**src/shared/pwr_seq_pkg.sv**
```systemverilog
// Constants shared by the module-side sequencer and the host-side controller.
// Assumes one 40 MHz clock common to both ends.
package pwr_seq_pkg;
    localparam int unsigned CLK_HZ            = 40_000_000;
    // Switch-on and normal switch-off press, in microseconds.
    localparam int unsigned KEY_VALID_US      = 50;
    // Emergency press, in microseconds.
    localparam int unsigned KEY_EMERG_US      = 1000;
    localparam int unsigned KEY_VALID_CYC     = (KEY_VALID_US * (CLK_HZ / 1_000_000));
    localparam int unsigned KEY_EMERG_CYC     = (KEY_EMERG_US * (CLK_HZ / 1_000_000));
    localparam int unsigned CNT_W             = 16;
    localparam logic [15:0] RST_HOLD_CYC      = 16'h0010;
    localparam logic [15:0] PIN_STEP_CYC      = 16'h0004;
    localparam int unsigned NUM_PINS          = 4;
    localparam logic [15:0] HOST_GUARD_CYC    = 16'h0008;
endpackage

```
**src/shared/pwr_seq_if.sv**
```systemverilog
// Pin-level link between host controller and module sequencer.
// Assumes the testbench resolves the open-drain key line from the enables.
interface pwr_seq_if;
    logic                       key_low_oe;
    logic                       reset_low_oe;
    logic                       io_supply_on;
    logic [pwr_seq_pkg::NUM_PINS-1:0] pin_oe;
    logic                       ready;
    modport module_end (
        input  key_low_oe,
        input  reset_low_oe,
        output io_supply_on,
        output pin_oe,
        output ready
    );
    modport host_end (
        output key_low_oe,
        output reset_low_oe,
        input  io_supply_on,
        input  pin_oe,
        input  ready
    );
endinterface

```
**src/hw/module_power_reset_sequencer.sv**
```systemverilog
// Power and reset sequencer at the module end of the power-key link.
// Assumes key and reset lines are synchronous to sys_clk_i and that the
// key line reads high when nobody pulls it low.
module module_power_reset_sequencer (
    input  wire logic           sys_clk_i,
    input  wire logic           nrst_i,
    pwr_seq_if.module_end       link,
    input  wire logic           supply_ok_i,
    input  wire logic           over_temp_i,
    input  wire logic           off_cmd_i,
    input  wire logic           soft_reset_i,
    input  wire logic           save_done_i,
    output logic                core_rst_n_o,
    output logic                save_req_o,
    output logic                abrupt_off_o
);
    // ****************************************
    // State and press classification
    // ****************************************
    typedef enum logic [6:0] {
        ST_OFF   = 7'b0000001,
        ST_SUP   = 7'b0000010,
        ST_RST   = 7'b0000100,
        ST_PINS  = 7'b0001000,
        ST_READY = 7'b0010000,
        ST_SAVE  = 7'b0100000,
        ST_DOWN  = 7'b1000000
    } state_e;

    state_e                                 state;
    state_e                                 next_state;
    logic [pwr_seq_pkg::CNT_W-1:0]          press_cnt;
    logic [15:0]                            timer;
    logic [$clog2(pwr_seq_pkg::NUM_PINS):0] pin_idx;
    logic                                   reboot;
    logic                                   io_supply;
    logic [pwr_seq_pkg::NUM_PINS-1:0]       pin_oe;
    logic                                   rdy;

    wire key_low        = link.key_low_oe;
    wire hw_reset       = io_supply & link.reset_low_oe;
    wire press_valid    = press_cnt >= pwr_seq_pkg::CNT_W'(pwr_seq_pkg::KEY_VALID_CYC);
    wire press_emerg    = press_cnt >= pwr_seq_pkg::CNT_W'(pwr_seq_pkg::KEY_EMERG_CYC);
    wire key_released   = !key_low && press_valid && !press_emerg;
    wire timer_done     = timer == 16'h0000;
    wire pins_done      = pin_idx == ($clog2(pwr_seq_pkg::NUM_PINS)+1)'(pwr_seq_pkg::NUM_PINS);
    wire abrupt         = !supply_ok_i || over_temp_i || (key_low && press_emerg);
    wire on_state       = state != ST_OFF;

    always_comb begin
        next_state = state;
        unique case (state)
            ST_OFF:   if (supply_ok_i && key_released) next_state = ST_SUP;
            ST_SUP:   next_state = ST_RST;
            ST_RST:   if (timer_done) next_state = ST_PINS;
            ST_PINS:  if (pins_done) next_state = ST_READY;
            ST_READY: if (off_cmd_i || soft_reset_i || key_released) next_state = ST_SAVE;
            ST_SAVE:  if (save_done_i) next_state = ST_DOWN;
            ST_DOWN:  next_state = reboot ? ST_SUP : ST_OFF;
            default:  next_state = ST_OFF;
        endcase
        if (on_state && hw_reset) next_state = ST_SUP;
        if (on_state && abrupt) next_state = ST_OFF;
    end

    // ****************************************
    // Registers
    // ****************************************
    always_ff @(posedge sys_clk_i or negedge nrst_i) begin
        if (!nrst_i) begin
            state <= ST_OFF;
        end else begin
            state <= next_state;
        end
    end

    always_ff @(posedge sys_clk_i or negedge nrst_i) begin
        if (!nrst_i) begin
            press_cnt <= '0;
        end else if (!key_low) begin
            press_cnt <= '0;
        end else if (press_cnt != '1) begin
            press_cnt <= press_cnt + 1'b1;
        end
    end

    always_ff @(posedge sys_clk_i or negedge nrst_i) begin
        if (!nrst_i) begin
            timer   <= 16'h0000;
            pin_idx <= '0;
        end else if (next_state == ST_RST && state != ST_RST) begin
            timer   <= pwr_seq_pkg::RST_HOLD_CYC;
            pin_idx <= '0;
        end else if (state == ST_RST) begin
            timer   <= timer_done ? 16'h0000 : timer - 16'h0001;
        end else if (state == ST_PINS) begin
            timer   <= timer_done ? pwr_seq_pkg::PIN_STEP_CYC : timer - 16'h0001;
            if (timer_done && !pins_done) begin
                pin_idx <= pin_idx + 1'b1;
            end
        end
    end

    always_ff @(posedge sys_clk_i or negedge nrst_i) begin
        if (!nrst_i) begin
            reboot <= 1'b0;
        end else if (state == ST_READY) begin
            reboot <= soft_reset_i && !off_cmd_i;
        end
    end

    // ****************************************
    // Outputs
    // ****************************************
    // Supply follows on state.
    wire next_io_supply = next_state != ST_OFF;
    // Core reset held until pins phase.
    wire next_core_rst_n = next_state == ST_PINS || next_state == ST_READY || next_state == ST_SAVE;
    logic [pwr_seq_pkg::NUM_PINS-1:0] next_pin_oe;
    always_comb begin
        next_pin_oe = '0;
        for (int i = 0; i < pwr_seq_pkg::NUM_PINS; i++) begin
            next_pin_oe[i] = (next_state == ST_PINS && i < int'(pin_idx))
                           || next_state == ST_READY || next_state == ST_SAVE;
        end
    end

    always_ff @(posedge sys_clk_i or negedge nrst_i) begin
        if (!nrst_i) begin
            io_supply    <= 1'b0;
            core_rst_n_o <= 1'b0;
            pin_oe       <= '0;
            rdy          <= 1'b0;
            save_req_o   <= 1'b0;
            abrupt_off_o <= 1'b0;
        end else begin
            io_supply    <= next_io_supply;
            core_rst_n_o <= next_core_rst_n;
            pin_oe       <= next_pin_oe;
            rdy          <= next_state == ST_READY;
            save_req_o   <= next_state == ST_SAVE;
            abrupt_off_o <= on_state && (abrupt || hw_reset);
        end
    end

    assign link.io_supply_on = io_supply;
    assign link.pin_oe       = pin_oe;
    assign link.ready        = rdy;
endmodule

```
**src/flat_wrapper.sv**
```systemverilog
// flat-port wrapper written by rule: the top's interface ports become plain ports
module module_power_reset_sequencer_flat 
  (sys_clk_i, nrst_i, supply_ok_i, over_temp_i, off_cmd_i, soft_reset_i, save_done_i, core_rst_n_o, save_req_o, abrupt_off_o, link_key_low_oe, link_reset_low_oe, link_io_supply_on, link_pin_oe, link_ready);
  pwr_seq_if link_i ();
  input  wire logic sys_clk_i;
  input  wire logic nrst_i;
  input  wire logic supply_ok_i;
  input  wire logic over_temp_i;
  input  wire logic off_cmd_i;
  input  wire logic soft_reset_i;
  input  wire logic save_done_i;
  output logic core_rst_n_o;
  output logic save_req_o;
  output logic abrupt_off_o;
  input wire logic [$bits(link_i.key_low_oe)-1:0] link_key_low_oe;
  input wire logic [$bits(link_i.reset_low_oe)-1:0] link_reset_low_oe;
  output wire logic [$bits(link_i.io_supply_on)-1:0] link_io_supply_on;
  output wire logic [$bits(link_i.pin_oe)-1:0] link_pin_oe;
  output wire logic [$bits(link_i.ready)-1:0] link_ready;
  assign link_i.key_low_oe = link_key_low_oe;
  assign link_i.reset_low_oe = link_reset_low_oe;
  assign link_io_supply_on = link_i.io_supply_on;
  assign link_pin_oe = link_i.pin_oe;
  assign link_ready = link_i.ready;
  module_power_reset_sequencer u_core (.sys_clk_i(sys_clk_i), .nrst_i(nrst_i), .link(link_i), .supply_ok_i(supply_ok_i), .over_temp_i(over_temp_i), .off_cmd_i(off_cmd_i), .soft_reset_i(soft_reset_i), .save_done_i(save_done_i), .core_rst_n_o(core_rst_n_o), .save_req_o(save_req_o), .abrupt_off_o(abrupt_off_o));
endmodule
```
**config.mk**
```make
export PLATFORM = sky130hd
export DESIGN_NAME = module_power_reset_sequencer_flat
export DESIGN_NICKNAME = d
export VERILOG_FILES = /design/src/shared/pwr_seq_pkg.sv /design/src/shared/pwr_seq_if.sv /design/src/hw/module_power_reset_sequencer.sv /design/src/flat_wrapper.sv
export SDC_FILE = /design/constraint.sdc
export NUM_CORES = 1
export LEC_CHECK = 0
export BUFFER_PORTS_ARGS = -buffer_cell sky130_fd_sc_hd__buf_2
export CORE_MARGIN = 4
export CORE_UTILIZATION = 55
export DETAILED_ROUTE_END_ITERATION = 10
export PLACE_DENSITY = 0.82
export SYNTH_ARGS = -nofsm -noshare
export SYNTH_HDL_FRONTEND = slang
export SYNTH_SLANG_ARGS = --single-unit
```
**constraint.sdc**
```tcl
create_clock -name sys_clk_i -period 2.09 [get_ports sys_clk_i]
set_clock_uncertainty 0.2 [all_clocks]
set_input_delay 0.1045 -clock sys_clk_i [delete_from_list [all_inputs] [get_ports sys_clk_i]]
set_output_delay 0.1045 -clock sys_clk_i [all_outputs]
set_load 0.02 [all_outputs]
```
==> impl_metrics.sql <==
INSERT INTO impl_metrics (metric_group, metric, value, unit) VALUES
('outcome', 'status', 'finished, final reports clean', ''),
('synth', 'yosys.area_share.adder', '0.0213', ''),
('synth', 'synth_compound_area_frac', '0.194', ''),
('critical_path', 'critical_path_sink', 'u_core.core_rst_n_o$_DFF_PN0_', ''),
('placed_design', 'globalplace.congestion', '0.879', ''),
('critical_path', 'worstSetupStartpointType', 'flop', ''),
('synth', 'synth-main-ff-cell', 'dfrtp_1', ''),
('clock_network', 'cts.sink_count', '52', ''),
('floorplan', 'die_width', '81.1', 'um'),
('sta', 'finalHoldWorstSlack', '115', 'ps'),
('synth', 'yosys.cell_count.top_type', 'dfrtp_1', ''),
('global_route', 'grt_use_total', '0.241', ''),
('critical_path', 'crit_path_end_kind', 'flop', ''),
('critical_path', 'critical_path.startpoint', 'u_core.press_cnt[8]$_DFFE_PN0P_', ''),
('final_layout', 'layout-drive-gt1-share', '0.231', ''),
('synth', 'synth.cell_area', '2940', 'sq um'),
('sta', 'timing.final.hold_violations', '0', ''),
('detailed_routing', 'detail_routed_net_length_per_standard_cell', '16.4', 'um'),
('floorplan', 'design.portCount', '18', ''),
('synth', 'synth.top_cell.area_share', '0.434', ''),
('global_route', 'grt_antenna_before_repair', '0', ''),
('final_layout', 'layout_area_growth_over_synthesis', '21.1', '%'),
('power_and_ir_drop', 'power.static_leakage', '0.00156', 'uW'),
('floorplan', 'std_cell_rows', '26', ''),
('synth', 'synth_async_sr_flop_share', '1.00', ''),
('final_layout', 'final_nets', '385', ''),
('synth', 'ys_top_cells_by_count', '51 x dfrtp_1, 30 x nor2_1, 24 x inv_1', ''),
('global_route', 'grt_overflow', '0', ''),
('synth', 'synth.mux.area_fraction', '0.0140', ''),
('synth', 'synth_sequential_area_ratio', '0.443', ''),
('critical_path', 'cp_data_arrival_time', '2090', 'ps'),
('floorplan', 'initial_core_utilization', '0.572', ''),
('synth', 'yosys.area_share.simple', '0.254', ''),
('detailed_routing', 'drc_errors', '0', ''),
('sta', 'min_period_over_period', '0.975', ''),
('detailed_routing', 'vias_per_cell', '6.09', ''),
('clock_network', 'insertion_delay', '310', 'ps'),
('clock_network', 'clockRootBuffer', 'clkbuf_8', ''),
('detailed_routing', 'drtIter0Drc', '225', ''),
('clock_network', 'cts_tree', 'yes', ''),
('critical_path', 'rr_startpoint', 'u_core.press_cnt[8]$_DFFE_PN0P_', ''),
('synth', 'netlist_instances', '314', ''),
('global_route', 'first_global_vias', '2606', ''),
('power_and_ir_drop', 'power_density', '522', 'nW/um^2'),
('synth', 'mean_area_per_synthesized_cell', '9.37', 'sq um'),
('critical_path', 'reg2reg_slack', '50', 'ps'),
('detailed_routing', 'ant_nets', '0', ''),
('placed_design', 'place.port_buffers', '17', ''),
('worst_hold_path', 'hold_class', 'in -> reg', ''),
('job', 'drv_cap', '0', ''),
('final_layout', 'antennaDiodeCount', '0', ''),
('sta', 'timing.max_slew.rel_slack', '0.583', ''),
('critical_path', 'worst-endpoint-required', '2140', 'ps'),
('power_and_ir_drop', 'vdd_ir_drop_max', '0.417', 'mV'),
('clock_network', 'cts_inserted_buffers', '5', ''),
('final_layout', 'utilization', '0.693', ''),
('critical_path', 'timing.critical_path.fanout_max', '7', ''),
('detailed_routing', 'first_pass_iters', '5', ''),
('clock_network', 'cts.htree.levels', '2', ''),
('sta', 'report.final.slew_viol_count', '0', ''),
('detailed_routing', 'totalWireLength', '7.27', 'mm'),
('synth', 'ys_warn_count', '0', ''),
('sta', 'grt_setup_unrepaired', 'yes', ''),
('sta', 'period_needed', '2040', 'ps'),
('synth', 'count_of_state_elements_after_synthesis', '52', ''),
('clock_network', 'clock_transition_time_at_the_flip_flop_clock_pins_of_the_worst_setup_and_hold_paths', '100', 'ps'),
('global_route', 'largest_net_degree_at_the_start_of_global_routing', '27', ''),
('critical_path', 'timing.setup.critical_path_class', 'reg -> reg', ''),
('synth', 'ys_types', '62', ''),
('critical_path', 'reg2reg_to', 'u_core.core_rst_n_o$_DFF_PN0_', ''),
('synth', 'syn-num-nets', '328', '');
-- worst max-delay path, cell delays in order, from the launching register on --
cell and delay [ps]:
dfrtp_1 460, buf_6 140, nand4_1 120, o211a_1 300, nor3_1 340, o211ai_1 150
buf_4 180, nand3_1 100
-- state kept, by name (all words and copies together) (netlist names) --
| register | cells |
|---|---|
| u_core.core_rst_n_o | 1 |
| u_core.press_cnt | 16 |
| u_core.pin_idx | 3 |
| u_core.link.io_supply_on | 1 |
| u_core.link.pin_oe | 4 |
| u_core.state | 7 |
| u_core.abrupt_off_o | 1 |
| u_core.link.ready | 1 |
| u_core.timer | 16 |
| u_core.reboot | 1 |
| u_core.save_req_o | 1 |
-- timing repair --
item	4_1_cts	5_1_grt
pin swaps	1	4
cloned	0	0
resized for setup	1	17
endpoints found under the setup margin	12	35
endpoints found under the hold margin	31	0
hold buffers	7	0
setup buffers	0	3
-- metrics by stage --
stage / total power (uW) / setup WS (ps) / setup TNS [ps] / cells / instance area (sq um)
2_1_floorplan: 1090 / 12.3 / 0 / 314 / 2940
3_3_place_gp: 1150 / 31.9 / 0 / 424 / 3290
3_5_place_dp: 1160 / -25.0 / -54.6 / 424 / 3290
4_1_cts: 1860 / 3.55 / 0 / 439 / 3480
5_1_grt: 1920 / -17.8 / -33.6 / 442 / 3560
6_report: 1860 / 51.4 / 0 / 442 / 3560
-- report_power, final --
part	total, uW	internal (uW)	leakage, uW	switching (uW)
Combinational	112	46.0	0.000867	65.9
Clock	710	362	0.0000558	347
Sequential	1040	1020	0.000639	16.3
Total	1860	1430	0.00156	429
-- worst min path at each step --
stage	to	depth (start not counted)	start	slack (ps)
2_1_floorplan	u_core.abrupt_off_o$_DFF_PN0_	0	nrst_i	-390
6_report	u_core.state[0]$_DFF_PN1_	4	over_temp_i	110
3_3_place_gp	u_core.press_cnt[11]$_DFFE_PN0P_	1	nrst_i	-50
3_5_place_dp	u_core.press_cnt[15]$_DFFE_PN0P_	1	nrst_i	-30
5_1_grt	u_core.state[0]$_DFF_PN1_	4	over_temp_i	100
4_1_cts	u_core.state[0]$_DFF_PN1_	4	over_temp_i	50
-- layer usage --
| layer | vias to the layer above | global-route usage | wire length, um |
|---|---|---|---|
| met4 | 0 | 0.0946 | 169 |
| met5 | - | 0 | 0 |
| met2 | 104 | 0.398 | 3610 |
| met1 | 1295 | 0.312 | 3160 |
| met3 | 19 | 0.0488 | 325 |
| li1 | 1275 | - | - |
-- logic make-up (layout without fill, tap and decap cells) --
kind of cell,Yosys count,in the layout
buf+inv,30,88
xor+xnor,10,10
simple gates,130,130
fa+ha+maj,5,5
mux,4,4
compound gates,83,83
flops,52,52
-- cell type report --
class	count	area, sq um
clock buffer	6	72.6
inverter	25	93.8
sequential	52	1310
timing repair buffer	55	395
clock inverter	2	38.8
fill	397	1580
tap	70	87.6
multi-input combinational	232	1570
-- placed cells by master (no fill, tap or decap), types with 6 or more instances in the layout --
cell type / synthesis / routed
dfrtp_1: 51 / 47
nor2_1: 30 / 29
nand4_1: 10 / 10
nand2_1: 23 / 23
inv_1: 24 / 24
o21ai_0: 18 / 18
buf_2: 1 / 17
nor3_1: 7 / 7
nand3_1: 9 / 9
xnor2_1: 6 / 6
dlygate4sd3_1: 0 / 7
o211ai_1: 8 / 8
buf_4: 2 / 29
and2_1: 6 / 6
a21oi_1: 15 / 15
a31oi_1: 7 / 7
nor4_1: 7 / 6
No activity file was read; power rests on OpenSTA's default activity.
